**config.mk**
```make
export PLATFORM = sky130hd
export DESIGN_NAME = tcc_timer
export DESIGN_NICKNAME = d
export VERILOG_FILES = /design/src/include/tcc_pkg.sv /design/src/hdl/tcc_filter.sv /design/src/hdl/tcc_timer.sv
export SDC_FILE = /design/constraint.sdc
export NUM_CORES = 1
export LEC_CHECK = 0
export BUFFER_PORTS_ARGS = -buffer_cell sky130_fd_sc_hd__buf_2
export CAP_MARGIN = 20
export CELL_PAD_IN_SITES_DETAIL_PLACEMENT = 1
export CELL_PAD_IN_SITES_GLOBAL_PLACEMENT = 1
export CORE_ASPECT_RATIO = 0.9
export CORE_MARGIN = 1.5
export CORE_UTILIZATION = 45
export DETAILED_ROUTE_END_ITERATION = 6
export PLACE_DENSITY = 0.82
export SYNTH_ARGS = -nofsm -noshare
export SYNTH_HDL_FRONTEND = slang
export SYNTH_SLANG_ARGS = --single-unit
```
**constraint.sdc**
```tcl
create_clock -name clock -period 2.7 [get_ports clock]
set_input_delay 0.27 -clock clock [delete_from_list [all_inputs] [get_ports clock]]
set_output_delay 0.27 -clock clock [all_outputs]
set_load 0.05 [all_outputs]
```
**src/include/tcc_pkg.sv**
```systemverilog
// Package with constants, types and the operation list for the capture/compare timer.
`default_nettype none
package tcc_pkg;
  localparam int          TCC_WIDTH       = 16;
  localparam int          TCC_FILT_LEN    = 3;
  localparam int          TCC_START_EDGES = 2;
  localparam logic [15:0] TCC_CNT_RST     = 16'h0000;
  localparam logic [15:0] TCC_CMP0_RST    = 16'hffff;
  localparam logic [15:0] TCC_CMP1_RST    = 16'hffff;
  localparam logic [1:0]  TCC_EDGE_RST    = 2'h0;

  typedef enum logic [1:0] {
    TCC_MODE_STOP  = 2'b00,
    TCC_MODE_FREE  = 2'b01,
    TCC_MODE_EVENT = 2'b10,
    TCC_MODE_RSVD  = 2'b11
  } tcc_mode_type;

  typedef enum logic [1:0] {
    TCC_ST_IDLE  = 2'b00,
    TCC_ST_ARM   = 2'b01,
    TCC_ST_COUNT = 2'b10
  } tcc_state_type;

  typedef struct packed {
    logic        wr0;
    logic        wr1;
    logic [15:0] data;
  } tcc_cmp_wr_type;

  typedef struct packed {
    logic match0_irq;
    logic match1_irq;
    logic toggle;
  } tcc_evt_type;
endpackage : tcc_pkg
`default_nettype wire

```
**src/hdl/tcc_filter.sv**
```systemverilog
// Two-flop synchroniser plus sampling noise limiter for one external input.
`default_nettype none
module tcc_filter
  import tcc_pkg::*;
#(
  parameter int LEN = TCC_FILT_LEN
) (
  input  wire logic clock,
  input  wire logic arst_n,
  input  wire logic pin,
  output var  logic level,
  output var  logic rise,
  output var  logic fall
);
  logic           meta_r;
  logic           sync_r;
  logic [LEN-1:0] hist_r;
  logic [LEN-1:0] hist_nxt;
  logic           level_r;
  logic           level_nxt;
  logic           rise_nxt;
  logic           fall_nxt;

  // The level changes only after LEN equal samples, so a pin edge lags internally.
  always_comb begin
    hist_nxt  = {hist_r[LEN-2:0], sync_r};
    level_nxt = level_r;
    if (&hist_r) begin
      level_nxt = 1'b1;
    end else if (~|hist_r) begin
      level_nxt = 1'b0;
    end
    rise_nxt = level_nxt & ~level_r;
    fall_nxt = ~level_nxt & level_r;
  end

  always_ff @(posedge clock or negedge arst_n) begin
    if (!arst_n) begin
      meta_r  <= 1'b0;
      sync_r  <= 1'b0;
      hist_r  <= '0;
      level_r <= 1'b0;
      rise    <= 1'b0;
      fall    <= 1'b0;
    end else begin
      meta_r  <= pin;
      sync_r  <= meta_r;
      hist_r  <= hist_nxt;
      level_r <= level_nxt;
      rise    <= rise_nxt;
      fall    <= fall_nxt;
    end
  end

  assign level = level_r;
endmodule : tcc_filter
`default_nettype wire

```
**src/hdl/tcc_timer.sv**
```systemverilog
// Sixteen-bit timer/event counter with capture/compare channel zero, compare-only channel one and a toggle output.
`default_nettype none
module tcc_timer
  import tcc_pkg::*;
#(
  parameter int WIDTH = TCC_WIDTH
) (
  input  wire logic             clock,
  input  wire logic             arst_n,
  input  wire tcc_mode_type     mode,
  input  wire logic             capture_source_select_bit,
  input  wire logic [1:0]       event_edge_sel,
  input  wire logic [1:0]       secondary_edge_sel,
  input  wire tcc_cmp_wr_type   cmp_wr,
  input  wire logic             primary_event_input,
  input  wire logic             secondary_capture_input,
  output var  logic [WIDTH-1:0] main_up_counter,
  output var  logic [WIDTH-1:0] capture_compare_reg_zero,
  output var  logic [WIDTH-1:0] capture_compare_reg_one,
  output var  logic             channel_zero_match_irq,
  output var  logic             channel_one_match_irq,
  output var  logic             timer_toggle_output,
  output var  logic             counting
);
  logic [1:0]    pin_vec;
  logic [1:0]    rise_vec;
  logic [1:0]    fall_vec;
  tcc_state_type state_r;
  tcc_state_type state_nxt;
  logic [1:0]    edges_r;
  logic [1:0]    edges_nxt;
  logic [WIDTH-1:0] cnt_nxt;
  logic [WIDTH-1:0] cmp0_nxt;
  logic [WIDTH-1:0] cmp1_nxt;
  tcc_evt_type   evt_nxt;
  logic          tog_nxt;
  logic          pri_edge;
  logic          sec_edge;
  logic          tick;

  // Edge select: bit0 enables rising, bit1 enables falling.
  function automatic logic edge_ok(input logic [1:0] sel, input logic r, input logic f);
    edge_ok = (sel[0] & r) | (sel[1] & f);
  endfunction : edge_ok

  assign pin_vec = {secondary_capture_input, primary_event_input};

  // Index 0 is the event input and index 1 the capture input; both see the same
  // sampling lag, so an edge acts on the counter several cycles after the pin moves.
  for (genvar gi = 0; gi < 2; gi++) begin : g_filt
    tcc_filter #(.LEN(TCC_FILT_LEN)) u_filt (
      .clock  (clock),
      .arst_n (arst_n),
      .pin    (pin_vec[gi]),
      .level  (),
      .rise   (rise_vec[gi]),
      .fall   (fall_vec[gi])
    );
  end : g_filt

  always_comb begin
    pri_edge  = edge_ok(event_edge_sel, rise_vec[0], fall_vec[0]);
    sec_edge  = edge_ok(secondary_edge_sel, rise_vec[1], fall_vec[1]);
    state_nxt = state_r;
    edges_nxt = edges_r;
    tick      = 1'b0;
    case (state_r)
      TCC_ST_IDLE: begin
        edges_nxt = TCC_EDGE_RST;
        if (mode == TCC_MODE_FREE) begin
          state_nxt = TCC_ST_COUNT;
        end else if (mode == TCC_MODE_EVENT) begin
          state_nxt = TCC_ST_ARM;
        end
      end
      TCC_ST_ARM: begin
        if (mode != TCC_MODE_EVENT) begin
          state_nxt = TCC_ST_IDLE;
        end else if (pri_edge) begin
          // The first increment follows the second valid edge.
          if (edges_r == 2'(TCC_START_EDGES - 1)) begin
            state_nxt = TCC_ST_COUNT;
            tick      = 1'b1;
          end else begin
            edges_nxt = edges_r + 2'h1;
          end
        end
      end
      TCC_ST_COUNT: begin
        if (mode == TCC_MODE_FREE) begin
          tick = 1'b1;
        end else if (mode == TCC_MODE_EVENT) begin
          tick = pri_edge;
        end else begin
          state_nxt = TCC_ST_IDLE;
        end
      end
      default: begin
        state_nxt = TCC_ST_IDLE;
      end
    endcase
  end

  always_comb begin
    cnt_nxt  = main_up_counter;
    cmp0_nxt = capture_compare_reg_zero;
    cmp1_nxt = capture_compare_reg_one;
    tog_nxt  = timer_toggle_output;
    evt_nxt  = '0;
    if (state_nxt == TCC_ST_IDLE) begin
      cnt_nxt = TCC_CNT_RST;
    end else if (tick) begin
      cnt_nxt = main_up_counter + 1'b1;
    end
    // Compare is against the present count and register; a write in the same cycle
    // only takes part in the compare from the next cycle.
    if (state_r == TCC_ST_COUNT && main_up_counter == capture_compare_reg_zero) begin
      evt_nxt.match0_irq = 1'b1;
    end
    if (state_r == TCC_ST_COUNT && main_up_counter == capture_compare_reg_one) begin
      evt_nxt.match1_irq = 1'b1;
      tog_nxt            = ~tog_nxt;
    end
    if (sec_edge) begin
      evt_nxt.match0_irq = 1'b1;
      if (!capture_source_select_bit) begin
        cmp0_nxt = main_up_counter;
      end
    end
    // Software updates belong in the channel-zero service routine.
    if (cmp_wr.wr0) begin
      cmp0_nxt = cmp_wr.data;
    end
    if (cmp_wr.wr1) begin
      cmp1_nxt = cmp_wr.data;
      if (state_r == TCC_ST_COUNT) begin
        tog_nxt = ~timer_toggle_output;
      end
    end
  end

  // Control state: sequencer, start-edge count and the counting flag.
  always_ff @(posedge clock or negedge arst_n) begin
    if (!arst_n) begin
      state_r  <= TCC_ST_IDLE;
      edges_r  <= TCC_EDGE_RST;
      counting <= 1'b0;
    end else begin
      state_r  <= state_nxt;
      edges_r  <= edges_nxt;
      counting <= (state_nxt == TCC_ST_COUNT);
    end
  end

  // Datapath state: counter, compare registers, interrupt pulses and toggle level.
  always_ff @(posedge clock or negedge arst_n) begin
    if (!arst_n) begin
      main_up_counter          <= TCC_CNT_RST;
      capture_compare_reg_zero <= TCC_CMP0_RST;
      capture_compare_reg_one  <= TCC_CMP1_RST;
      channel_zero_match_irq   <= 1'b0;
      channel_one_match_irq    <= 1'b0;
      timer_toggle_output      <= 1'b0;
    end else begin
      main_up_counter          <= cnt_nxt;
      capture_compare_reg_zero <= cmp0_nxt;
      capture_compare_reg_one  <= cmp1_nxt;
      channel_zero_match_irq   <= evt_nxt.match0_irq;
      channel_one_match_irq    <= evt_nxt.match1_irq;
      timer_toggle_output      <= tog_nxt;
    end
  end
endmodule : tcc_timer
`default_nettype wire

```
=== Yosys cells after proc, flatten, opt, wreduce, memory -nomap -nowiden ===
Cells that the tools add are included.

* Flip-flop bits (word level): 72
* Bits in latches: 0
* Memory bits (writable): 0
* ROM bits: 0
* Input bits: 29
* Output and inout port bits: 52
* Logic and storage cells: 97
* Memories kept: 0

* Add/sub/neg operators: 2
* Multipliers: 0
* Divide/modulo/power cells: 0
* Magnitude comparators: 0
* Equal/unequal tests: 13
* Shift operators: 0
* Mux-type cells: 33
* Bitwise operators: 15
* Reductions and logical operators: 13

{| class="wikitable"
|+ Operator list
! operator !! count
|-
| 16-bit 2-to-1 mux || 5
|-
| 16-bit equality test || 2
|-
| 2-bit 2-to-1 mux || 10
|-
| 16-bit by 1-bit adder with 16-bit output, second input constant || 1
|-
| 1-bit 2-to-1 mux || 15
|-
| 1-bit bitwise AND || 8
|-
| 2-bit inequality test, second input constant || 4
|-
| 2-bit by 1-bit equality test with 1-bit output, second input constant || 3
|-
| 2-bit equality test, second input constant || 3
|-
| 2-bit one-hot mux with 3 select lines || 1
|-
| 3-bit AND reduction || 2
|-
| 2-bit nonzero test || 3
|-
| 3-bit OR reduction || 2
|-
| 1-bit NOT || 5
|-
| 2-bit zero test || 2
|-
| 2-bit one-hot mux with 2 select lines || 1
|-
| 4-bit AND reduction || 1
|-
| 2-bit by 1-bit adder with 2-bit output, second input constant || 1
|-
| 1-bit logical AND || 2
|-
| 2-bit by 1-bit inequality test with 1-bit output, second input constant || 1
|-
| 1-bit OR || 2
|-
| 1-bit one-hot mux with 2 select lines || 1
|-
| 2-bit AND reduction || 1
|}

=== Longest topological paths before layout ===
* Depth in word-level cells: 7
* Gate-level depth with buffers: 8
* Gate-level depth less buffers: 7

=== Cells and area by module ===
Synthesis repeated with hierarchy kept, for this count alone.

* Cell total of the unflattened synthesis: 325
* Area, all modules: 3,577.2 um^2

{| class="wikitable"
|+ By module, submodules not included
! module !! instances !! cells an instance !! area each (um^2) !! sequential area each (um^2)
|-
| tcc_timer || 1 || 295 || 3,081.7 || 1,441.4
|-
| tcc_filter || 2 || 15 || 247.7 || 200.2
|}

=== Worst setup path before layout ===
OpenSTA, ideal clock, no wires.

* Kind: register to register
* From: register main_up_counter[2]
* To: register main_up_counter[11]
* Library setup time: 0.119 ns
* Arrival time: 1.816 ns
* Data required time: 2.581 ns
* Setup slack: 0.765 ns
* Stages on the path, launching flop included: 7
* Buffers on the path: 1
* Clock period less this slack: 1.935 ns
* Path through: dfrtp_1 -> buf_2 -> nand4_1 -> or2_1 -> nor4_2 -> xnor2_1 -> nor2_2

* Longest elaborated chain between the ends: 3

{| class="wikitable"
|+ Ends and longest elaborated chain
! element !! RTL line !! RTL
|-
| start: declaration || tcc_timer.sv:17 || <nowiki>output var logic [WIDTH-1:0] main_up_counter,</nowiki>
|-
| start signal: assignment || tcc_timer.sv:165 || <nowiki>main_up_counter <= cnt_nxt;</nowiki>
|-
| 16-bit by 1-bit adder with 16-bit output || tcc_timer.sv:113 || <nowiki>cnt_nxt = main_up_counter + 1'b1;</nowiki>
|-
| 16-bit 2-to-1 mux || tcc_timer.sv:112 || <nowiki>end else if (tick) begin</nowiki>
|-
| 16-bit 2-to-1 mux || tcc_timer.sv:110 || <nowiki>if (state_nxt == TCC_ST_IDLE) begin</nowiki>
|}

No other way between the ends. The select of a mux whose other input is x is not followed.
A chain may end at the register's enable or synchronous reset.

=== Final worst setup path ===
* From: register state_r[0]
* To: register main_up_counter[7]

* Longest elaborated chain between the ends: 6

{| class="wikitable"
|+ Ends and longest elaborated chain
! element !! RTL line !! RTL
|-
| start: declaration || tcc_timer.sv:28 || <nowiki>tcc_state_type state_r;</nowiki>
|-
| start signal: assignment || tcc_timer.sv:149 || <nowiki>state_r <= state_nxt;</nowiki>
|-
| 2-bit 2-to-1 mux || tcc_timer.sv:81 || <nowiki>if (edges_r == 2'(TCC_START_EDGES - 1)) begin</nowiki>
|-
| 2-bit 2-to-1 mux || tcc_timer.sv:79 || <nowiki>end else if (pri_edge) begin</nowiki>
|-
| 2-bit 2-to-1 mux || tcc_timer.sv:77 || <nowiki>if (mode != TCC_MODE_EVENT) begin</nowiki>
|-
| 2-bit one-hot mux with 3 select lines || tcc_timer.sv:67 || <nowiki>case (state_r)</nowiki>
|-
| 2-bit zero test || tcc_timer.sv:110 ||
|-
| 16-bit 2-to-1 mux or 2-bit nonzero test (tied branches) || - ||
|}

Several ways; a longest one is shown, not always the timed one.

==> results.sh <==
export IMPL_dp_cells=486
export IMPL_m1WireLength_mm=3.82
export IMPL_cts_resized=0
export IMPL_setup_tns_ns=0
export IMPL_period_minus_slack_ns=2.23
export IMPL_antenna_found_initial=0
export IMPL_maxSlewViolCount=0
export IMPL_post_cts_buffers=0
export IMPL_syn_inst=326
export IMPL_hold_viol_final=0
export IMPL_clkSinkCount=72
export IMPL_start_util_pct=47.0
export IMPL_grt_max_degree=46
export IMPL_clk_latency_ns=0.34
export IMPL_synth_cell_types=39
export IMPL_synth_seq_cells=72
export IMPL_status="completed"
export IMPL_design_area_mm2=0.00426
export IMPL_port_buffers=80
export IMPL_layout_common_cells="80 x buf_2, 40 x dfrtp_1, 33 x xor2_1"
export IMPL_worstPathCellList="inv_1 -> ha_1 -> a21oi_1 -> o32ai_2 -> nand4_1 -> xor2_1 -> nor2_2"
export IMPL_dr_wl_met2_mm=4.84
export IMPL_drive_gt1_share_pct=40.8
export IMPL_ctsRootBufferMaster="clkbuf_8"
export IMPL_final_common_cell="buf_2"
export IMPL_hold_buffers=1
export IMPL_drt_vias_per_instance=5.47
export IMPL_crit_fanout=9
export IMPL_placed_cell_area_mm2=0.00408
export IMPL_track_usage_pct=22.6
export IMPL_grt_pass1_vias=2866
export IMPL_path_class="flop to flop"
export IMPL_slowest_delay_ns=0.60
export IMPL_p_leak_nw=1.94
export IMPL_drtPass1Iterations=4
export IMPL_critPathRequiredTime_ns=2.93
export IMPL_routed_wl_met3_um=453
export IMPL_die_area_mm2=0.00854
export IMPL_fmaxAchievable_ghz=0.448
export IMPL_drcViolationCount=0
export IMPL_drv_cap=0
export IMPL_io_pins=81
export IMPL_ant_nets=0
export IMPL_regToRegSetupSlack_ns=0.47
export IMPL_syn_avg_cell_area_um2=11.0
export IMPL_die_w_um=97.2
export IMPL_htreeDepth=3
export IMPL_highest_layer="met4"
export IMPL_synthesis_nets=361
export IMPL_setup_viol=0
export IMPL_ir_drop_mv=0.382
export IMPL_routed_wl_mm=9.26
export IMPL_max_slew_worst_pin_slew_ns=0.689
export IMPL_cp_arrival_ns=2.46
export IMPL_rsz0062_at_grt="no"
export IMPL_cellPowerDensity_mw_per_mm2=686
export IMPL_num_vias=2753
export IMPL_grt_pass1_wl_mm=14.8
export IMPL_die_height_um=87.8
export IMPL_dpl_hpwl_mm=6.87
export IMPL_wl_per_cell_um=18.4
export IMPL_clock_path_buffers=2
export IMPL_synth_seq_area_share_pct=51.2
export IMPL_syn_to_final_growth_pct=18.4
export IMPL_layout_cells_non_filler=503
export IMPL_final_nets=437
export IMPL_cp_start_kind="flop"
export IMPL_hold_path_class="input pin to flop"
export IMPL_rows=30
export IMPL_yosysWarnings=0
export IMPL_cts_tree="done"
export IMPL_overflow=0
export IMPL_fin_skew_ns=0.00634
export IMPL_cp_slowest_cell="o32ai_2"
export IMPL_n_fill_cell=891
export IMPL_synth_area_mm2=0.00360
export IMPL_endpoint_kind="flop"
export IMPL_diodes=0
export IMPL_post_route_period_util_pct=82.7
export IMPL_clk_pin_slew_ns=0.08
export IMPL_finalWeightedCongestion=0.932
export IMPL_drt_iter0_drc=114
export IMPL_numCtsBuffers=9
export IMPL_core_area_mm2=0.00766
export IMPL_slew_headroom_pct=54.1
==> layer usage <==
metal | track usage (%) | up-vias
li1 | - | 1266
met1 | 27.7 | 1391
met2 | 40.8 | 83
met3 | 4.39 | 13
met4 | 7.66 | 0
met5 | 0 | -
==> cell usage after synthesis (all sizes together) <==
master,n,area share [%]
dfrtp,40,28
nor2,34,4.2
xor2,33,8.0
dfstp,32,23
a21oi,21,2.9
mux2i,17,4.7
xnor2,17,4.1
mux2,16,5.0
nand2,16,1.7
clkbuf,13,1.4
nor4,10,2.3
inv,9,0.94
buf,8,1.3
nor3,8,1.1
nand3,7,0.97
nand4,7,1.2
o21ai,7,0.97
ha,6,2.1
a22oi,3,0.63
nand2b,3,0.52
and2,2,0.35
nand3b,2,0.42
nor4b,2,0.49
o22ai,2,0.35
o31ai,2,0.80
or2,2,0.35
a221oi,1,0.42
a31oi,1,0.17
and3b,1,0.24
o21a,1,0.21
o21bai,1,0.21
o32a,1,0.28
o32ai,1,0.45
==> worst paths after layout <==
kind,from,end,depth (start not counted)
setup / recovery,state_r[0],main_up_counter[7],7
max in group asynchronous,arst_n,capture_compare_reg_one[4],3
min in group asynchronous,arst_n,g_filt[0].u_filt.meta_r,2
hold reg to reg,g_filt[0].u_filt.sync_r,g_filt[0].u_filt.hist_r[0],0
setup reg to reg,state_r[0],main_up_counter[7],7
hold / removal,primary_event_input,g_filt[0].u_filt.meta_r,1
==> power breakdown <==
group | internal [mW] | leakage, nW | switching [mW]
Clock | 0.337 | 0.0866 | 0.417
Combinational | 0.260 | 0.992 | 0.609
Sequential | 1.21 | 0.859 | 0.0874
==> layout make-up <==
| type | instances | area (um2) | share of cell area (%) |
|---|---|---|---|
| clock buffer | 10 | 128 | 3.00 |
| timing repair buffer | 86 | 460 | 10.8 |
| sequential | 72 | 1840 | 43.2 |
| inverter | 9 | 33.8 | 0.793 |
| multi-input combinational | 224 | 1630 | 38.3 |
| tap | 96 | 120 | 2.82 |
| clock inverter | 6 | 43.8 | 1.03 |
==> through the flow <==
stage	setup slack [ns]	hold WS (ns)	utilization, %	total power [mW]
3_3_place_gp	0.711	0.321	53.3	2.14
6_report	0.466	0.0277	55.6	2.92
2_1_floorplan	0.765	-0.0256	-	1.95
4_1_cts	0.514	0.00849	55.6	2.95
3_5_place_dp	0.531	0.327	53.3	2.19
5_1_grt	0.335	0.00689	55.6	3.06
==> worst max-delay path, delay by kind of cell, from the launching register on <==
| family | cells | cell delay, ns |
|---|---|---|
| XOR/XNOR | 1 | 0.21 |
| AND/OR/NAND/NOR | 2 | 0.26 |
| AO/OA/AOI/OAI | 2 | 0.72 |
| flip-flops | 1 | 0.42 |
| buffers and inverters | 1 | 0.15 |
| adder cells (fa/ha/maj) | 1 | 0.36 |
==> flip-flops by register name, indices dropped and copies added (netlist names) <==
signal / count
g_filt.u_filt.fall: 2
state_r: 2
g_filt.u_filt.meta_r: 2
channel_zero_match_irq: 1
capture_compare_reg_zero: 16
g_filt.u_filt.rise: 2
channel_one_match_irq: 1
capture_compare_reg_one: 16
timer_toggle_output: 1
g_filt.u_filt.level: 2
g_filt.u_filt.hist_r: 6
main_up_counter: 16
counting: 1
g_filt.u_filt.sync_r: 2
edges_r: 2
==> cell families after synthesis <==
| kind of cell | synth area share [%] |
|---|---|
| XOR/XNOR | 12.2 |
| AO/OA/AOI/OAI | 7.41 |
| buffers and inverters | 3.55 |
| multiplexers | 9.74 |
| flip-flops | 51.2 |
| adder cells (fa/ha/maj) | 2.09 |
| AND/OR/NAND/NOR | 13.8 |
Note: power is estimated with default switching activity, not from simulation.
